[src/design/tsg_pkg.sv]
/*
 * Shared constants and types of the trace timestamp and synchronization generator.
 * Assumes a single 40 MHz clock and an AXI4-Lite register bus with 32-bit data.
 */
package tsg_pkg;

    localparam int LTS_W = 28;
    localparam int GTS_W = 64;
    localparam int GTS_LO_W = 26;
    localparam int GTS_HI_W = GTS_W - GTS_LO_W;
    localparam int ADDR_W = 8;

    localparam logic [ADDR_W-1:0] OFS_CTRL = 8'h00;
    localparam logic [ADDR_W-1:0] OFS_STATUS = 8'h04;

    localparam int CTRL_LTS_EN = 0;
    localparam int CTRL_CLK_SEL = 1;
    localparam int CTRL_PRESC = 2;
    localparam int CTRL_FREQ = 4;
    localparam int CTRL_SYNC_EN = 6;
    localparam int STAT_BUSY = 31;
    localparam logic [6:0] CTRL_RESET = 7'h00;

    localparam logic [1:0] RESP_OKAY = 2'h0;
    localparam logic [1:0] RESP_SLVERR = 2'h2;

    localparam logic [7:0] HDR_OVERFLOW = 8'h70;
    localparam logic [7:0] HDR_LTS = 8'h40;
    localparam logic [7:0] HDR_GTS1 = 8'h94;
    localparam logic [7:0] HDR_GTS2 = 8'hb4;
    localparam logic [7:0] SYNC_LAST = 8'h80;
    localparam logic [2:0] LEN_SYNC = 3'h6;
    localparam logic [2:0] LEN_GTS1 = 3'h5;
    localparam logic [2:0] LEN_GTS2 = 3'h7;
    localparam logic [LTS_W-1:0] LTS_NEAR_FULL = 28'hff00000;

    typedef struct packed {
        logic [ADDR_W-1:0] awaddr;
        logic awvalid;
        logic [31:0] wdata;
        logic [3:0] wstrb;
        logic wvalid;
        logic bready;
        logic [ADDR_W-1:0] araddr;
        logic arvalid;
        logic rready;
    } tsg_axi_req_t;

    typedef struct packed {
        logic awready;
        logic wready;
        logic [1:0] bresp;
        logic bvalid;
        logic arready;
        logic [31:0] rdata;
        logic [1:0] rresp;
        logic rvalid;
    } tsg_axi_rsp_t;

    typedef struct packed {
        logic sync_packet_enable;
        logic [1:0] global_ts_frequency;
        logic [1:0] ts_prescale_divide;
        logic ts_clock_select;
        logic local_ts_enable;
    } tsg_ctrl_t;

    typedef struct packed {
        logic [7:0] data;
        logic last;
        logic valid;
    } tsg_byte_t;

    typedef enum logic [1:0] {
        TSG_IDLE = 2'b01,
        TSG_SEND = 2'b10
    } tsg_state_t;

endpackage

[src/design/tsg_prescaler.sv]
/*
 * Port clock prescaler: brings the trace port clock into the processor clock
 * domain and emits one tick per divided port clock edge.
 * Assumes the port clock is well below half the processor clock rate.
 */
`timescale 1ns/1ps
`default_nettype none
module tsg_prescaler (
    input wire logic mclk_i,
    input wire logic nrst_i,
    input wire logic port_clk_i,
    input wire logic [1:0] divide_i,
    input wire logic clear_i,
    output logic tick_o
);
    typedef struct packed {
        logic sync0;
        logic sync1;
        logic prev;
        logic [5:0] div_cnt;
        logic tick;
    } tsg_presc_state_t;

    tsg_presc_state_t st_reg;
    tsg_presc_state_t st_next;
    logic [5:0] div_top;
    logic rise;

    always_comb begin
        unique case (divide_i)
            2'h0: div_top = 6'd0;
            2'h1: div_top = 6'd3;
            2'h2: div_top = 6'd15;
            2'h3: div_top = 6'd63;
        endcase
    end

    // The first stage feeds only the second; edges are taken after it.
    assign rise = st_reg.sync1 & ~st_reg.prev;

    always_comb begin
        st_next = st_reg;
        st_next.sync0 = port_clk_i;
        st_next.sync1 = st_reg.sync0;
        st_next.prev = st_reg.sync1;
        st_next.tick = 1'b0;
        if (clear_i) begin
            st_next.div_cnt = 6'd0;
        end else if (rise) begin
            if (st_reg.div_cnt >= div_top) begin
                st_next.div_cnt = 6'd0;
                st_next.tick = 1'b1;
            end else begin
                st_next.div_cnt = st_reg.div_cnt + 6'd1;
            end
        end
    end

    always_ff @(posedge mclk_i or negedge nrst_i) begin
        if (!nrst_i) begin
            st_reg <= '0;
        end else begin
            st_reg <= st_next;
        end
    end

    assign tick_o = st_reg.tick;
endmodule
`default_nettype wire

[src/design/tsg_generator.sv]
/*
 * Timestamp and synchronization packet generator with an AXI4-Lite register slave.
 * Assumes the trace port unit takes bytes with a valid/ready handshake and the
 * event, request and global time inputs are synchronous to mclk_i.
 */
// Implementation choices: the AXI4-Lite register port and the register addresses.
`timescale 1ns/1ps
`default_nettype none
module tsg_generator #(
    parameter bit CYCLE_COUNTER_PRESENT = 1'b1,
    parameter bit PORT_SYNC_PRESENT = 1'b1
) (
    input wire logic mclk_i,
    input wire logic nrst_i,
    input wire tsg_pkg::tsg_axi_req_t axi_req_i,
    output tsg_pkg::tsg_axi_rsp_t axi_rsp_o,
    input wire logic event_push_i,
    input wire logic event_delayed_i,
    input wire logic debug_state_i,
    input wire logic port_clk_i,
    input wire logic port_idle_i,
    input wire logic [tsg_pkg::GTS_W-1:0] global_time_i,
    input wire logic clock_ratio_change_i,
    input wire logic [1:0] sync_tap_select_i,
    input wire logic sync_req_watch_i,
    input wire logic sync_req_port_i,
    input wire logic sync_req_system_i,
    input wire logic tx_ready_i,
    output tsg_pkg::tsg_byte_t tx_o
);
    typedef struct packed {
        tsg_pkg::tsg_axi_rsp_t rsp;
        logic aw_got;
        logic w_got;
        logic [tsg_pkg::ADDR_W-1:0] aw_addr;
        logic [7:0] w_byte;
        logic w_strb0;
        tsg_pkg::tsg_ctrl_t ctrl;
        logic [tsg_pkg::LTS_W-1:0] cnt;
        logic wrapped;
        logic lts_pend;
        logic lts_ts_dly;
        logic lts_ev_dly;
        logic ovf_pend;
        logic sync_pend;
        logic gts1_pend;
        logic gts_full;
        logic gts_clkch;
        logic gts2_pend;
        logic [tsg_pkg::GTS_HI_W-1:0] hi_sent;
        logic [tsg_pkg::GTS_HI_W-1:0] hi_pkt;
        logic [1:0] freq_prev;
        logic sync_en_prev;
        logic dbg_prev;
        tsg_pkg::tsg_state_t state;
        logic [6:0][7:0] sh;
        logic [2:0] left;
        tsg_pkg::tsg_byte_t tx;
    } tsg_gen_state_t;

    tsg_gen_state_t st_reg;
    tsg_gen_state_t st_next;
    logic presc_tick;

    // Number of 7-bit groups needed to hold a count, at least one.
    function automatic logic [2:0] tsg_groups(input logic [tsg_pkg::LTS_W-1:0] v);
        logic [2:0] n;
        n = 3'd1;
        if (v[27:21] != 7'd0) begin
            n = 3'd4;
        end else if (v[20:14] != 7'd0) begin
            n = 3'd3;
        end else if (v[13:7] != 7'd0) begin
            n = 3'd2;
        end
        return n;
    endfunction

    function automatic logic [31:0] tsg_read(input tsg_gen_state_t s);
        logic [31:0] d;
        d = 32'h0;
        d[6:0] = s.ctrl;
        return d;
    endfunction

    tsg_prescaler u_presc (
        .mclk_i(mclk_i),
        .nrst_i(nrst_i),
        .port_clk_i(port_clk_i),
        .divide_i(st_reg.ctrl.ts_prescale_divide),
        .clear_i(port_idle_i),
        .tick_o(presc_tick)
    );

    always_comb begin
        logic run;
        logic tick;
        logic busy;
        logic sync_raw;
        logic sync_req;
        logic gts_on;
        logic full_req;
        logic load;
        logic [6:0][7:0] pkt;
        logic [6:0][6:0] pay;
        logic [2:0] plen;
        logic cont;
        logic [tsg_pkg::LTS_W-1:0] val;
        logic [tsg_pkg::GTS_HI_W-1:0] hi;
        logic full;
        logic [2:0] n;
        run = 1'b0;
        tick = 1'b0;
        busy = 1'b0;
        sync_raw = 1'b0;
        sync_req = 1'b0;
        gts_on = 1'b0;
        full_req = 1'b0;
        load = 1'b0;
        pkt = '0;
        pay = '0;
        plen = 3'd1;
        cont = 1'b1;
        val = '0;
        hi = '0;
        full = 1'b0;
        n = 3'd1;
        st_next = st_reg;

        // Register slave: address and data are taken in either order.
        if (axi_req_i.awvalid && st_reg.rsp.awready) begin
            st_next.aw_got = 1'b1;
            st_next.aw_addr = axi_req_i.awaddr;
        end
        if (axi_req_i.wvalid && st_reg.rsp.wready) begin
            st_next.w_got = 1'b1;
            st_next.w_byte = axi_req_i.wdata[7:0];
            st_next.w_strb0 = axi_req_i.wstrb[0];
        end
        if (st_reg.rsp.bvalid && axi_req_i.bready) begin
            st_next.rsp.bvalid = 1'b0;
        end
        if (st_reg.aw_got && st_reg.w_got && !st_reg.rsp.bvalid) begin
            st_next.aw_got = 1'b0;
            st_next.w_got = 1'b0;
            st_next.rsp.bvalid = 1'b1;
            st_next.rsp.bresp = tsg_pkg::RESP_OKAY;
            if (st_reg.aw_addr[7:2] == tsg_pkg::OFS_CTRL[7:2]) begin
                if (st_reg.w_strb0) begin
                    st_next.ctrl = st_reg.w_byte[6:0];
                end
            end else if (st_reg.aw_addr[7:2] != tsg_pkg::OFS_STATUS[7:2]) begin
                st_next.rsp.bresp = tsg_pkg::RESP_SLVERR;
            end
        end
        st_next.rsp.awready = !st_next.aw_got;
        st_next.rsp.wready = !st_next.w_got;

        if (st_reg.rsp.rvalid && axi_req_i.rready) begin
            st_next.rsp.rvalid = 1'b0;
            st_next.rsp.arready = 1'b1;
        end
        if (axi_req_i.arvalid && st_reg.rsp.arready) begin
            st_next.rsp.arready = 1'b0;
            st_next.rsp.rvalid = 1'b1;
            st_next.rsp.rresp = tsg_pkg::RESP_OKAY;
            if (axi_req_i.araddr[7:2] == tsg_pkg::OFS_CTRL[7:2]) begin
                st_next.rsp.rdata = tsg_read(st_reg);
            end else if (axi_req_i.araddr[7:2] == tsg_pkg::OFS_STATUS[7:2]) begin
                st_next.rsp.rdata = {4'h0, st_reg.cnt};
                st_next.rsp.rdata[tsg_pkg::STAT_BUSY] = st_reg.state != tsg_pkg::TSG_IDLE;
            end else begin
                st_next.rsp.rdata = 32'h0;
                st_next.rsp.rresp = tsg_pkg::RESP_SLVERR;
            end
        end

        // Local delta counter.
        busy = (st_reg.state != tsg_pkg::TSG_IDLE) || st_reg.sync_pend || st_reg.ovf_pend;
        if (st_reg.ctrl.ts_clock_select) begin
            run = st_reg.ctrl.local_ts_enable;
            tick = presc_tick;
        end else begin
            run = st_reg.ctrl.local_ts_enable && !debug_state_i;
            tick = 1'b1;
        end
        if (st_reg.ctrl.ts_clock_select && port_idle_i) begin
            st_next.cnt = '0;
            st_next.wrapped = 1'b0;
        end else if (run && tick) begin
            st_next.cnt = st_reg.cnt + 28'd1;
            if (&st_reg.cnt) begin
                st_next.wrapped = 1'b1;
                st_next.ovf_pend = 1'b1;
            end
        end
        if (st_reg.ctrl.local_ts_enable && !st_reg.lts_pend) begin
            if (event_push_i && (st_reg.cnt != '0 || st_reg.wrapped)) begin
                st_next.lts_pend = 1'b1;
                st_next.lts_ev_dly = event_delayed_i;
                st_next.lts_ts_dly = busy;
            end else if (st_reg.cnt >= tsg_pkg::LTS_NEAR_FULL || st_reg.wrapped) begin
                st_next.lts_pend = 1'b1;
                st_next.lts_ev_dly = 1'b0;
                st_next.lts_ts_dly = st_reg.wrapped;
            end
        end

        // Global time triggers.
        gts_on = st_reg.ctrl.global_ts_frequency != 2'h0;
        sync_raw = (sync_req_watch_i && CYCLE_COUNTER_PRESENT && sync_tap_select_i != 2'h0)
            || (sync_req_port_i && PORT_SYNC_PRESENT) || sync_req_system_i;
        full_req = (st_reg.freq_prev == 2'h0 && gts_on) || clock_ratio_change_i
            || (gts_on && sync_raw);
        if (full_req || (gts_on && event_push_i)) begin
            st_next.gts1_pend = 1'b1;
        end
        if (full_req) begin
            st_next.gts_full = 1'b1;
        end
        if (clock_ratio_change_i) begin
            st_next.gts_clkch = 1'b1;
        end
        st_next.freq_prev = st_reg.ctrl.global_ts_frequency;

        // Synchronization triggers.
        sync_req = sync_raw || (st_reg.ctrl.sync_packet_enable && !st_reg.sync_en_prev)
            || (st_reg.dbg_prev && !debug_state_i);
        if (st_reg.ctrl.sync_packet_enable && sync_req) begin
            st_next.sync_pend = 1'b1;
        end
        st_next.sync_en_prev = st_reg.ctrl.sync_packet_enable;
        st_next.dbg_prev = debug_state_i;

        // Output serializer.
        if (st_reg.state == tsg_pkg::TSG_SEND) begin
            if (tx_ready_i) begin
                st_next.sh = {8'h00, st_reg.sh[6:1]};
                st_next.left = st_reg.left - 3'd1;
                st_next.tx.data = st_reg.sh[1];
                st_next.tx.last = st_reg.left == 3'd2;
                if (st_reg.left == 3'd1) begin
                    st_next.state = tsg_pkg::TSG_IDLE;
                    st_next.tx = '0;
                end
            end
        end else if (st_reg.sync_pend) begin
            load = 1'b1;
            st_next.sync_pend = sync_req && st_reg.ctrl.sync_packet_enable;
            pkt[5] = tsg_pkg::SYNC_LAST;
            plen = tsg_pkg::LEN_SYNC;
            cont = 1'b0;
        end else if (st_reg.ovf_pend) begin
            load = 1'b1;
            st_next.ovf_pend = 1'b0;
            pkt[0] = tsg_pkg::HDR_OVERFLOW;
        end else if (st_reg.lts_pend) begin
            load = 1'b1;
            st_next.lts_pend = 1'b0;
            st_next.cnt = '0;
            st_next.wrapped = 1'b0;
            val = st_reg.cnt;
            n = tsg_groups(val);
            pkt[0] = tsg_pkg::HDR_LTS | {2'b00, st_reg.lts_ev_dly, st_reg.lts_ts_dly, 4'h0};
            for (int i = 0; i < 4; i++) begin
                pay[i+1] = val[7*i +: 7];
            end
            plen = n + 3'd1;
        end else if (st_reg.gts1_pend) begin
            load = 1'b1;
            hi = global_time_i[tsg_pkg::GTS_W-1:tsg_pkg::GTS_LO_W];
            full = st_reg.gts_full || st_reg.gts2_pend || hi != st_reg.hi_sent;
            st_next.gts1_pend = full_req || (gts_on && event_push_i);
            st_next.gts_full = full_req;
            st_next.gts_clkch = clock_ratio_change_i;
            pkt[0] = tsg_pkg::HDR_GTS1;
            pay[1] = global_time_i[6:0];
            pay[2] = global_time_i[13:7];
            pay[3] = global_time_i[20:14];
            pay[4] = {full && (!st_reg.gts_clkch || st_reg.gts2_pend),
                      full && st_reg.gts_clkch, global_time_i[25:21]};
            plen = tsg_pkg::LEN_GTS1;
            if (full) begin
                st_next.gts2_pend = 1'b1;
                st_next.hi_pkt = hi;
            end
        end else if (st_reg.gts2_pend) begin
            load = 1'b1;
            st_next.gts2_pend = 1'b0;
            st_next.hi_sent = st_reg.hi_pkt;
            pkt[0] = tsg_pkg::HDR_GTS2;
            for (int i = 0; i < 6; i++) begin
                pay[i+1] = 7'(st_reg.hi_pkt >> (7*i));
            end
            plen = tsg_pkg::LEN_GTS2;
        end
        if (load) begin
            for (int i = 1; i < 7; i++) begin
                if (cont) begin
                    pkt[i] = {1'b0, pay[i]};
                end
            end
            for (int i = 0; i < 7; i++) begin
                if (cont && (3'(i) < plen - 3'd1)) begin
                    pkt[i][7] = 1'b1;
                end
            end
            st_next.sh = pkt;
            st_next.left = plen;
            st_next.state = tsg_pkg::TSG_SEND;
            st_next.tx.valid = 1'b1;
            st_next.tx.data = pkt[0];
            st_next.tx.last = plen == 3'd1;
        end
    end

    always_ff @(posedge mclk_i or negedge nrst_i) begin
        if (!nrst_i) begin
            st_reg <= '0;
            st_reg.rsp.awready <= 1'b1;
            st_reg.rsp.wready <= 1'b1;
            st_reg.rsp.arready <= 1'b1;
            st_reg.ctrl <= tsg_pkg::CTRL_RESET;
            st_reg.state <= tsg_pkg::TSG_IDLE;
        end else begin
            st_reg <= st_next;
        end
    end

    assign axi_rsp_o = st_reg.rsp;
    assign tx_o = st_reg.tx;
endmodule
`default_nettype wire

[config.mk]
export PLATFORM = sky130hd
export DESIGN_NAME = tsg_generator
export DESIGN_NICKNAME = d
export VERILOG_FILES = /design/src/design/tsg_pkg.sv /design/src/design/tsg_prescaler.sv /design/src/design/tsg_generator.sv
export SDC_FILE = /design/constraint.sdc
export NUM_CORES = 1
export LEC_CHECK = 0
export BUFFER_PORTS_ARGS = -buffer_cell sky130_fd_sc_hd__buf_4
export CAP_MARGIN = 20
export CORE_ASPECT_RATIO = 0.75
export CORE_MARGIN = 5
export CORE_UTILIZATION = 50
export CTS_CLUSTER_SIZE = 30
export DETAILED_ROUTE_END_ITERATION = 8
export PLACE_DENSITY_LB_ADDON = 0.3
export SLEW_MARGIN = 20
export SYNTH_ARGS = -nofsm -noshare
export SYNTH_HDL_FRONTEND = slang
export SYNTH_SLANG_ARGS = --single-unit
[constraint.sdc]
create_clock -name mclk_i -period 4.4 [get_ports mclk_i]
set_input_delay 0.22 -clock mclk_i [delete_from_list [all_inputs] [get_ports mclk_i]]
set_output_delay 0.22 -clock mclk_i [all_outputs]
set_load 0.01 [all_outputs]
==> flow_metrics.py, run 1 <==
metrics = {
    "status": {
        "outcome": "complete, no violations",
    },
    "global_route": {
        "global_route.usage.total_pct": 22.85,
        "grt-ovfl-total": 0,
        "grt_pass1_wl_mm": 50.02,
        "first_global_vias": 9123,
        "antenna_found_initial": 0,
        "grt_max_degree": 145,
    },
    "yosys": {
        "syn_area_mm2": 0.01188,
        "synth_top_area_cell": "sky130_fd_sc_hd__dfrtp_1",
        "ys_seq_elements": 245,
        "async_flop_share_pct": 100.0,
        "synth.area.top_cells": "sky130_fd_sc_hd__dfrtp_1 (51%), sky130_fd_sc_hd__nand2_1 (5.7%), sky130_fd_sc_hd__o21ai_0 (4.9%)",
        "syn-instance-count": 1166,
        "synth_cell_types": 60,
        "yosysWarnings": 0,
        "synth_area_per_cell_um2": 10.18,
        "synthDominantCellAreaShare_pct": 50.78,
        "synthFlopType": "sky130_fd_sc_hd__dfrtp_1",
        "sequential_area_share_after_synthesis_pct": 51.67,
        "synth_enable_flop_cells": 0,
    },
    "clock_network": {
        "postCtsSetupRepairBufs": 0,
        "clock_tree_from_tritoncts": "done",
        "cts_buffers": 25,
        "post_cts.resized_instances": 0,
        "ctsHoldBuffers": 63,
        "clock_tree.htree_level_count": 1,
        "cts.clk_slew.worst_paths_ns": 0.06,
        "clock_sink_count": 245,
        "cts_buffer_depth": 3,
        "cts_root_buffer": "sky130_fd_sc_hd__clkbuf_16",
        "insertion_delay_ns": 0.52,
    },
    "timing": {
        "slew-limit-headroom_pct": 32.14,
        "setup_repair_after_global_routing_missed_its_margin": "no",
        "final.setup_skew_ns": 0.01053,
        "worst_hold_slack_after_final_layout_ns": 0.08583,
        "fmaxAchievable_mhz": 288.5,
        "finalHoldViolCount": 0,
        "post-route-period-util_pct": 78.77,
        "setup_violations": 0,
        "totalNegativeSetupSlack_ns": 0,
        "drv_slew": 0,
        "worst-slew-pin-transition_ns": 1.018,
        "period_minus_slack_ns": 3.466,
    },
    "drt": {
        "drt_first_iter_violations": 756,
        "residual_antenna_violating_net_count_after_detailed_routing": 0,
        "via_density_per_instance": 5.736,
        "num_vias": 9332,
        "drt_first_pass_iters": 5,
        "detail_route.drc_violations": 0,
        "routedWlPerCell_um": 19.39,
        "drt-total-wl_mm": 31.54,
    },
    "final_layout": {
        "final_net_count": 1457,
        "final_cells": 1627,
        "finalCoreUtilization_pct": 61.84,
        "largest_reg_flops": 187,
        "synthToLayoutAreaGrowth_pct": 20.72,
        "post_route_cells_drive_above_1_share_pct": 21.18,
        "antennaDiodeCount": 0,
    },
    "setup_path": {
        "timing.critical_path.arrival_ns": 3.86,
        "timing.critical_path.from_type": "flop",
        "worstPathRequired_ns": 4.80,
        "cp_max_fo": 8,
        "cp-end-kind": "flop",
        "worst-setup-path-type": "reg -> reg",
    },
    "die": {
        "placeableCoreArea_mm2": 0.02318,
        "floorplan.initialDensity_pct": 51.23,
        "die-width_um": 188.0,
        "dieHeight_um": 143.5,
        "num_io_pins": 186,
        "placementRows": 48,
        "dieArea_mm2": 0.02696,
    },
    "power": {
        "vdd_ir_drop_max_uv": 305.1,
        "p_leak_nw": 6.721,
        "report.power.total_w": 0.009212,
        "power_per_cell_area_mw_per_mm2": 642.6,
    },
    "worst_hold_path": {
        "hold_path.class": "in -> reg",
    },
    "place": {
        "port_buffers": 148,
        "dp.final_hpwl_mm": 21.72,
        "place.gp.congestion": 0.8849,
        "dp_cells": 1518,
    },
    "run": {
        "timing.max_cap.violations": 0,
    },
}
final timing paths:
path / from / slack [ns] / depth (start not counted) / endpoint
worst max-delay path: st_reg[177] / 0.93 / 11 / tx_o[9]
worst min-delay path: sync_req_system_i / 0.09 / 4 / st_reg[155]
worst max register to register: st_reg[177] / 0.93 / 11 / tx_o[9]
worst min register to register: u_presc.st_next[8] / 0.35 / 0 / u_presc.st_next[7]
max in group asynchronous: nrst_i / 3.29 / 3 / st_reg[98]
min in group asynchronous: nrst_i / 0.11 / 2 / u_presc.st_reg[7]
per-stage QoR:
| step | setup slack [ns] | cell area [um^2] |
|---|---|---|
| 2_1_floorplan | 1.819 | 11890 |
| 3_3_place_gp | 1.126 | 12860 |
| 3_5_place_dp | 1.085 | 12860 |
| 4_1_cts | 1.068 | 14330 |
| 5_1_grt | 0.6280 | 14340 |
| 6_report | 0.9343 | 14340 |
logic make-up (layout without fill, tap and decap cells):
logic type / count (synthesis) / count (layout) / share of synthesized area [%]
muxes: 69 / 69 / 7.049
adders and majority gates: 14 / 14 / 1.475
AOI/OAI and AO/OA: 282 / 282 / 15.68
and+or+nand+nor: 358 / 358 / 13.33
xor gates and xnor gates: 62 / 62 / 4.573
other: 1 / 5 / 0.03158
buffers and inverters: 135 / 292 / 6.195
DFF: 245 / 245 / 51.67
routing by layer:
metal / wire length [um] / track usage (%) / vias to the layer above
met2: 13720 / 34.22 / 376
met1: 14700 / 34.89 / 4603
met4: 601 / 4.788 / 0
li1: - / - / 4310
met3: 2523 / 4.420 / 43
met5: 0 / 0 / -
area by class of cell:
class | count | area, um^2
Clock inverter | 15 | 138.9
Clock buffer | 31 | 698.2
Sequential cell | 245 | 6136
Inverter | 20 | 75.07
Fill cell | 1949 | 8846
Multi-Input combinational cell | 790 | 5035
Timing Repair Buffer | 226 | 1878
Tap cell | 300 | 375.4
power by group:
part / internal, W / switching, W / total, W
Clock: 0.00125 / 0.000908 / 0.00216
Combinational: 0.00152 / 0.00193 / 0.00345
Sequential: 0.00305 / 0.000557 / 0.00361
synth_stat cells (all sizes together), types with 6 or more instances:
| cell | n |
|---|---|
| dfrtp | 241 |
| nand2 | 181 |
| o21ai | 118 |
| buf | 68 |
| nor2 | 66 |
| mux2 | 57 |
| xor2 | 52 |
| clkbuf | 47 |
| a21oi | 34 |
| o21a | 31 |
| a22o | 29 |
| a221o | 26 |
| nand3 | 26 |
| nor3 | 24 |
| inv | 20 |
| ha | 14 |
| mux2i | 12 |
| nor4 | 12 |
| xnor2 | 10 |
| nand2b | 9 |
| nand4 | 9 |
| and3 | 7 |
| a21o | 6 |
| o211ai | 6 |
| o22ai | 6 |
| or3 | 6 |
critical path: stages, from the launching register on:
cell	delay [ns]
sky130_fd_sc_hd__dfrtp_1	0.44
sky130_fd_sc_hd__nor4_1	0.48
sky130_fd_sc_hd__nand4_1	0.43
sky130_fd_sc_hd__nor2_1	0.25
sky130_fd_sc_hd__nor2_1	0.07
sky130_fd_sc_hd__o21bai_1	0.22
sky130_fd_sc_hd__nand2_1	0.12
sky130_fd_sc_hd__ha_1	0.44
sky130_fd_sc_hd__nand2_1	0.10
sky130_fd_sc_hd__o311ai_0	0.43
sky130_fd_sc_hd__a21boi_0	0.27
sky130_fd_sc_hd__o21ai_0	0.10
cell usage in the layout (no fill, tap or decap), types with 14 or more instances in the layout:
master,Yosys,routed
sky130_fd_sc_hd__dfrtp_1,241,241
sky130_fd_sc_hd__nand2_1,181,181
sky130_fd_sc_hd__buf_4,51,160
sky130_fd_sc_hd__o21ai_0,117,117
sky130_fd_sc_hd__nor2_1,66,64
sky130_fd_sc_hd__dlygate4sd3_1,0,63
sky130_fd_sc_hd__xor2_1,52,52
sky130_fd_sc_hd__mux2_2,37,37
sky130_fd_sc_hd__a21oi_1,34,33
sky130_fd_sc_hd__o21a_1,31,31
sky130_fd_sc_hd__a22o_1,29,29
sky130_fd_sc_hd__nand3_1,26,26
sky130_fd_sc_hd__a221o_1,26,26
sky130_fd_sc_hd__clkbuf_16,0,25
sky130_fd_sc_hd__nor3_1,23,23
sky130_fd_sc_hd__inv_1,20,20
sky130_fd_sc_hd__mux2_4,20,20
sky130_fd_sc_hd__ha_1,14,14
(Power assumes the default switching activity.)
==> inputs of run 2 (changes only) <==
==> constraint.sdc (replaced) <==
create_clock -name mclk_i -period 3.2 [get_ports mclk_i]
set_input_delay 0.16 -clock mclk_i [delete_from_list [all_inputs] [get_ports mclk_i]]
set_output_delay 0.16 -clock mclk_i [all_outputs]
set_load 0.01 [all_outputs]
==> flow_metrics.py, run 2 (synthesis gave the netlist of run 1 again) <==
metrics = {
    "final_layout": {
        "final_net_count": 1478,
        "layout_commonest_cell": "sky130_fd_sc_hd__dfrtp_1",
        "final_cells": 1649,
        "largest_reg_flops": 187,
        "synthToLayoutAreaGrowth_pct": 22.79,
        "antennaDiodeCount": 0,
        "post_route_cells_drive_above_1_share_pct": 22.09,
        "mostFrequentLayoutCells": "sky130_fd_sc_hd__dfrtp_1 (241), sky130_fd_sc_hd__nand2_1 (181), sky130_fd_sc_hd__buf_4 (179), sky130_fd_sc_hd__o21ai_0 (117), sky130_fd_sc_hd__nor2_1 (64)",
    },
    "clock_network": {
        "clock_tree_from_tritoncts": "done",
        "insertion_delay_ns": 0.53,
        "cts_root_buffer": "sky130_fd_sc_hd__clkbuf_16",
        "clock_sink_count": 245,
        "clock_tree.htree_level_count": 1,
        "cts_buffer_depth": 3,
        "cts_buffers": 26,
        "cts.clk_slew.worst_paths_ns": 0.06,
    },
    "global_route": {
        "grt-ovfl-total": 0,
        "global_route.usage.total_pct": 23.75,
        "grt_util_met3_pct": 4.007,
        "globalRouteMet1Util_pct": 36.45,
        "grt.met2_usage_pct": 35.84,
        "globalRoute.busiestLayer": "met1",
        "antenna_found_initial": 0,
        "grt_max_degree": 80,
        "grt_pass1_wl_mm": 51.72,
        "first_global_vias": 9256,
    },
    "drt": {
        "detail_route.drc_violations": 0,
        "num_vias": 9440,
        "residual_antenna_violating_net_count_after_detailed_routing": 0,
        "drt_first_iter_violations": 918,
        "via_density_per_instance": 5.725,
        "drt-total-wl_mm": 32.49,
        "drt_first_pass_iters": 5,
        "routedWlPerCell_um": 19.70,
    },
    "die": {
        "num_io_pins": 186,
        "placeableCoreArea_mm2": 0.02318,
        "placementRows": 48,
        "dieHeight_um": 143.5,
        "die-width_um": 188.0,
        "dieArea_mm2": 0.02696,
        "floorplan.initialDensity_pct": 51.23,
    },
    "place": {
        "port_buffers": 148,
        "dp.final_hpwl_mm": 22.59,
        "place.gp.congestion": 0.9334,
        "dp_cells": 1538,
    },
    "power": {
        "vdd_ir_drop_max_uv": 541.4,
        "power_per_cell_area_mw_per_mm2": 894.5,
        "p_leak_nw": 6.863,
        "report.power.total_w": 0.01304,
    },
    "timing": {
        "worst-slew-pin-transition_ns": 0.8062,
        "post-route-period-util_pct": 95.72,
        "drv_slew": 0,
        "final.setup_skew_ns": 0.01152,
        "finalHoldViolCount": 0,
        "setup_violations": 0,
        "slew-limit-headroom_pct": 46.20,
        "period_minus_slack_ns": 3.063,
        "fmaxAchievable_mhz": 326.5,
    },
    "setup_path": {
        "worst-setup-path-type": "reg -> reg",
        "timing.critical_path.arrival_ns": 3.46,
        "cp_max_fo": 6,
        "timing.critical_path.from_type": "flop",
        "worstPathRequired_ns": 3.60,
        "cp-end-kind": "flop",
    },
    "status": {
        "outcome": "complete, no violations",
    },
    "run": {
        "timing.max_cap.violations": 0,
    },
    "worst_hold_path": {
        "hold_path.class": "in -> reg",
    },
}
==> run 2: stage by stage <==
step                      worst slack, ns  hold slack, ns  util [%]  instance area (um^2)  TNS [ns]
final                              0.1369         0.01856     62.90                 14580         0
after global routing             -0.02412         0.04308     62.90                 14580  -0.02412
after CTS                         0.05663        0.009665     62.85                 14570         0
after detailed placement          0.09009          0.1342     56.25                 13040         0
after global placement             0.2174          0.1346     56.25                 13040         0
after floorplan                    0.6189         -0.1356         -                 11890         0
==> run 2: area by class of cell <==
class,count,area (um^2)
Fill cell,1886,8601
Sequential cell,245,6136
Multi-Input combinational cell,790,5047
Timing Repair Buffer,246,2049
Clock buffer,41,788.3
Tap cell,300,375.4
Clock inverter,7,110.1
Inverter,20,75.07
==> run 2: timing repair <==
| item | in CTS | in global routing |
|---|---|---|
| hold endpoints to repair | 123 | 0 |
| endpoints found under the setup margin | 0 | 1 |
| buffers inserted | 0 | 0 |
| resized for setup | 0 | 3 |
| hold buffers | 63 | 0 |
==> run 2: worst max-delay path: stages, from the launching register on <==
cell                       delay (ns)
sky130_fd_sc_hd__dfrtp_1         0.45
sky130_fd_sc_hd__nor4_2          0.42
sky130_fd_sc_hd__nand4_1         0.27
sky130_fd_sc_hd__nor2_1          0.21
sky130_fd_sc_hd__nor2_1          0.07
sky130_fd_sc_hd__o21bai_1        0.19
sky130_fd_sc_hd__nand2_1         0.11
sky130_fd_sc_hd__ha_1            0.36
sky130_fd_sc_hd__buf_4           0.15
sky130_fd_sc_hd__nand3b_1        0.07
sky130_fd_sc_hd__o211a_1         0.14
sky130_fd_sc_hd__o311ai_1        0.11
sky130_fd_sc_hd__a21boi_0        0.27
sky130_fd_sc_hd__o21ai_0         0.10
==> run 2: path summary, 6_finish.rpt <==
kind	endpoint	cells past startpoint	start	slack, ns
max	tx_o[9]	13	st_reg[178]	0.14
min	st_reg[155]	4	sync_req_system_i	0.02
max reg2reg	tx_o[9]	13	st_reg[178]	0.14
min reg2reg	u_presc.st_next[7]	0	u_presc.st_next[8]	0.35
max in group asynchronous	st_reg[121]	3	nrst_i	2.13
min in group asynchronous	u_presc.st_reg[1]	2	nrst_i	0.17
==> run 2: metal layers <==
layer  vias to the layer above  share of wire [%]
met2                       308                 45
met4                         0                1.7
li1                       4357                  -
met3                        39                6.2
met5                         -                  0
met1                      4736                 47
==> run 2: power by group <==
group / leakage, nW / internal, W / switching (W)
combinational: 3.31 / 0.00221 / 0.00271
sequential: 3.11 / 0.00420 / 0.000772
clock: 0.443 / 0.00193 / 0.00122
total: 6.86 / 0.00834 / 0.00471
==> inputs of run 3 (changes only) <==
--- a/config.mk
+++ b/config.mk
@@ -13,6 +13,7 @@
 export CTS_CLUSTER_SIZE = 30
 export DETAILED_ROUTE_END_ITERATION = 8
 export PLACE_DENSITY_LB_ADDON = 0.3
+export REMOVE_ABC_BUFFERS = 1
 export SLEW_MARGIN = 20
 export SYNTH_ARGS = -nofsm -noshare
 export SYNTH_HDL_FRONTEND = slang
==> flow_metrics.py, run 3 (synthesis gave the netlist of run 1 again) <==
metrics = {
    "global_route": {
        "grt_max_degree": 99,
        "grt.met2_usage_pct": 36.16,
        "first_global_vias": 9330,
        "global_route.usage.total_pct": 23.24,
        "globalRoute.busiestLayer": "met2",
        "grt_pass1_wl_mm": 51.11,
        "globalRouteMet1Util_pct": 34.45,
        "grt-ovfl-total": 0,
        "antenna_found_initial": 0,
        "grt_util_met3_pct": 4.225,
    },
    "power": {
        "p_leak_nw": 6.855,
        "vdd_ir_drop_max_uv": 521.2,
        "report.power.total_w": 0.01266,
        "power_per_cell_area_mw_per_mm2": 870.8,
    },
    "final_layout": {
        "antennaDiodeCount": 0,
        "final_net_count": 1480,
        "design_area_mm2": 0.01454,
        "largest_reg_flops": 187,
        "synthToLayoutAreaGrowth_pct": 22.47,
        "post_route_cells_drive_above_1_share_pct": 22.52,
        "layout_commonest_cell": "sky130_fd_sc_hd__dfrtp_1",
        "mostFrequentLayoutCells": "sky130_fd_sc_hd__dfrtp_1 (241), sky130_fd_sc_hd__buf_4 (183), sky130_fd_sc_hd__nand2_1 (181), sky130_fd_sc_hd__o21ai_0 (117), sky130_fd_sc_hd__nor2_1 (64)",
    },
    "drt": {
        "num_vias": 9441,
        "via_density_per_instance": 5.722,
        "drt_first_pass_iters": 5,
        "residual_antenna_violating_net_count_after_detailed_routing": 0,
        "detail_route.drc_violations": 0,
        "routedWlPerCell_um": 19.16,
        "drt-total-wl_mm": 31.61,
        "drt_first_iter_violations": 679,
    },
    "place": {
        "dp.final_hpwl_mm": 21.87,
        "place.gp.congestion": 0.8657,
        "port_buffers": 148,
        "place_worst_setup_slack_ns": 0.09006,
        "placement.cell_area_mm2": 0.01305,
    },
    "timing": {
        "post-route-period-util_pct": 92.60,
        "drv_slew": 0,
        "worst-slew-pin-transition_ns": 0.7854,
        "setup_ws_ns": 0.2367,
        "finalHoldViolCount": 0,
        "setup_repair_after_global_routing_missed_its_margin": "no",
        "fmaxAchievable_mhz": 337.5,
        "period_minus_slack_ns": 2.963,
        "setup_violations": 0,
        "totalNegativeSetupSlack_ns": 0,
        "slew-limit-headroom_pct": 47.64,
        "final.setup_skew_ns": 0.02019,
    },
    "worst_hold_path": {
        "hold_path.class": "in -> reg",
    },
    "die": {
        "dieArea_mm2": 0.02696,
        "dieHeight_um": 143.5,
        "placementRows": 48,
        "floorplan.initialDensity_pct": 51.23,
        "die-width_um": 188.0,
        "placeableCoreArea_mm2": 0.02318,
        "num_io_pins": 186,
    },
    "setup_path": {
        "worstPathRequired_ns": 3.59,
        "worst-setup-path-type": "reg -> reg",
        "timing.critical_path.from_type": "flop",
        "cp-end-kind": "flop",
        "cp_max_fo": 8,
        "timing.critical_path.arrival_ns": 3.35,
    },
    "clock_network": {
        "cts_buffers": 25,
        "clock_tree.htree_level_count": 1,
        "clock_tree_from_tritoncts": "done",
        "clock_sink_count": 245,
        "cts_buffer_depth": 3,
        "insertion_delay_ns": 0.53,
        "cts_root_buffer": "sky130_fd_sc_hd__clkbuf_16",
        "cts.clk_slew.worst_paths_ns": 0.06,
    },
    "run": {
        "timing.max_cap.violations": 0,
    },
    "status": {
        "outcome": "complete, no violations",
    },
}
[run 3: changes by cell type in the layout (fill, tap and decap cells not counted), sizes merged]
cell	change
inv	+1
bufinv	-2
clkbuf	-1
buf	+3
[run 3: critical path, cell delays in order (launching register included)]
cell and delay [ns]:
sky130_fd_sc_hd__dfrtp_1 0.45, sky130_fd_sc_hd__nor4_2 0.30, sky130_fd_sc_hd__buf_4 0.16, sky130_fd_sc_hd__nand4_1 0.21, sky130_fd_sc_hd__nor2_1 0.20, sky130_fd_sc_hd__nor2_1 0.07
sky130_fd_sc_hd__o21bai_1 0.17, sky130_fd_sc_hd__nand2_1 0.12, sky130_fd_sc_hd__ha_2 0.42, sky130_fd_sc_hd__nand2_1 0.09, sky130_fd_sc_hd__o211a_1 0.23, sky130_fd_sc_hd__o311ai_2 0.09
sky130_fd_sc_hd__a21boi_0 0.22, sky130_fd_sc_hd__o21ai_0 0.09
[run 3: area by class of cell]
type	count	area (um^2)
Timing Repair Buffer	249	2059
Multi-Input combinational cell	790	5057
Clock buffer	40	782.0
Fill cell	1885	8638
Inverter	20	75.07
Tap cell	300	375.4
Sequential cell	245	6136
Clock inverter	6	58.81
[run 3: repair_timing]
| action | CTS | global route |
|---|---|---|
| buffers inserted | 0 | 0 |
| resized for setup | 0 | 5 |
| endpoints found under the setup margin | 0 | 2 |
| endpoints found under the hold margin | 155 | 0 |
| hold buffers | 63 | 0 |
[run 3: worst paths after layout]
kind	start	cells past startpoint	slack [ns]	to
worst max register to register	st_reg[178]	13	0.24	tx_o[9]
max in group asynchronous	nrst_i	3	2.08	axi_rsp_o[40]
min in group asynchronous	nrst_i	2	0.24	u_presc.st_reg[1]
worst min-delay path	sync_req_system_i	4	0.06	st_reg[155]
worst max-delay path	st_reg[178]	13	0.24	tx_o[9]
worst min register to register	u_presc.st_next[8]	0	0.39	u_presc.st_next[7]
[run 3: metrics by stage]
| stage | instances | hold slack [ns] | util, % |
|---|---|---|---|
| after global placement | 1541 | 0.2472 | 56.29 |
| after floorplan | 1055 | -0.1356 | - |
| after CTS | 1650 | 0.03158 | 62.64 |
| after detailed placement | 1541 | 0.2437 | 56.29 |
| final | 1650 | 0.05899 | 62.74 |
| after global routing | 1650 | 0.07934 | 62.74 |
[run 3: metal layers]
metal	part of all wire (%)	vias to the layer above	wire length, um
met5	0	-	0
met4	2.3	0	719
met3	5.9	53	1851
met2	46	299	14410
met1	46	4726	14630
li1	-	4363	-
[run 3: power by group]
group / total [W] / leakage [nW] / internal (W) / switching [W]
Combinational: 0.00478 / 3.32 / 0.00216 / 0.00262
Sequential: 0.00494 / 3.11 / 0.00419 / 0.000745
Clock: 0.00295 / 0.420 / 0.00175 / 0.00120
Total: 0.0127 / 6.86 / 0.00811 / 0.00456
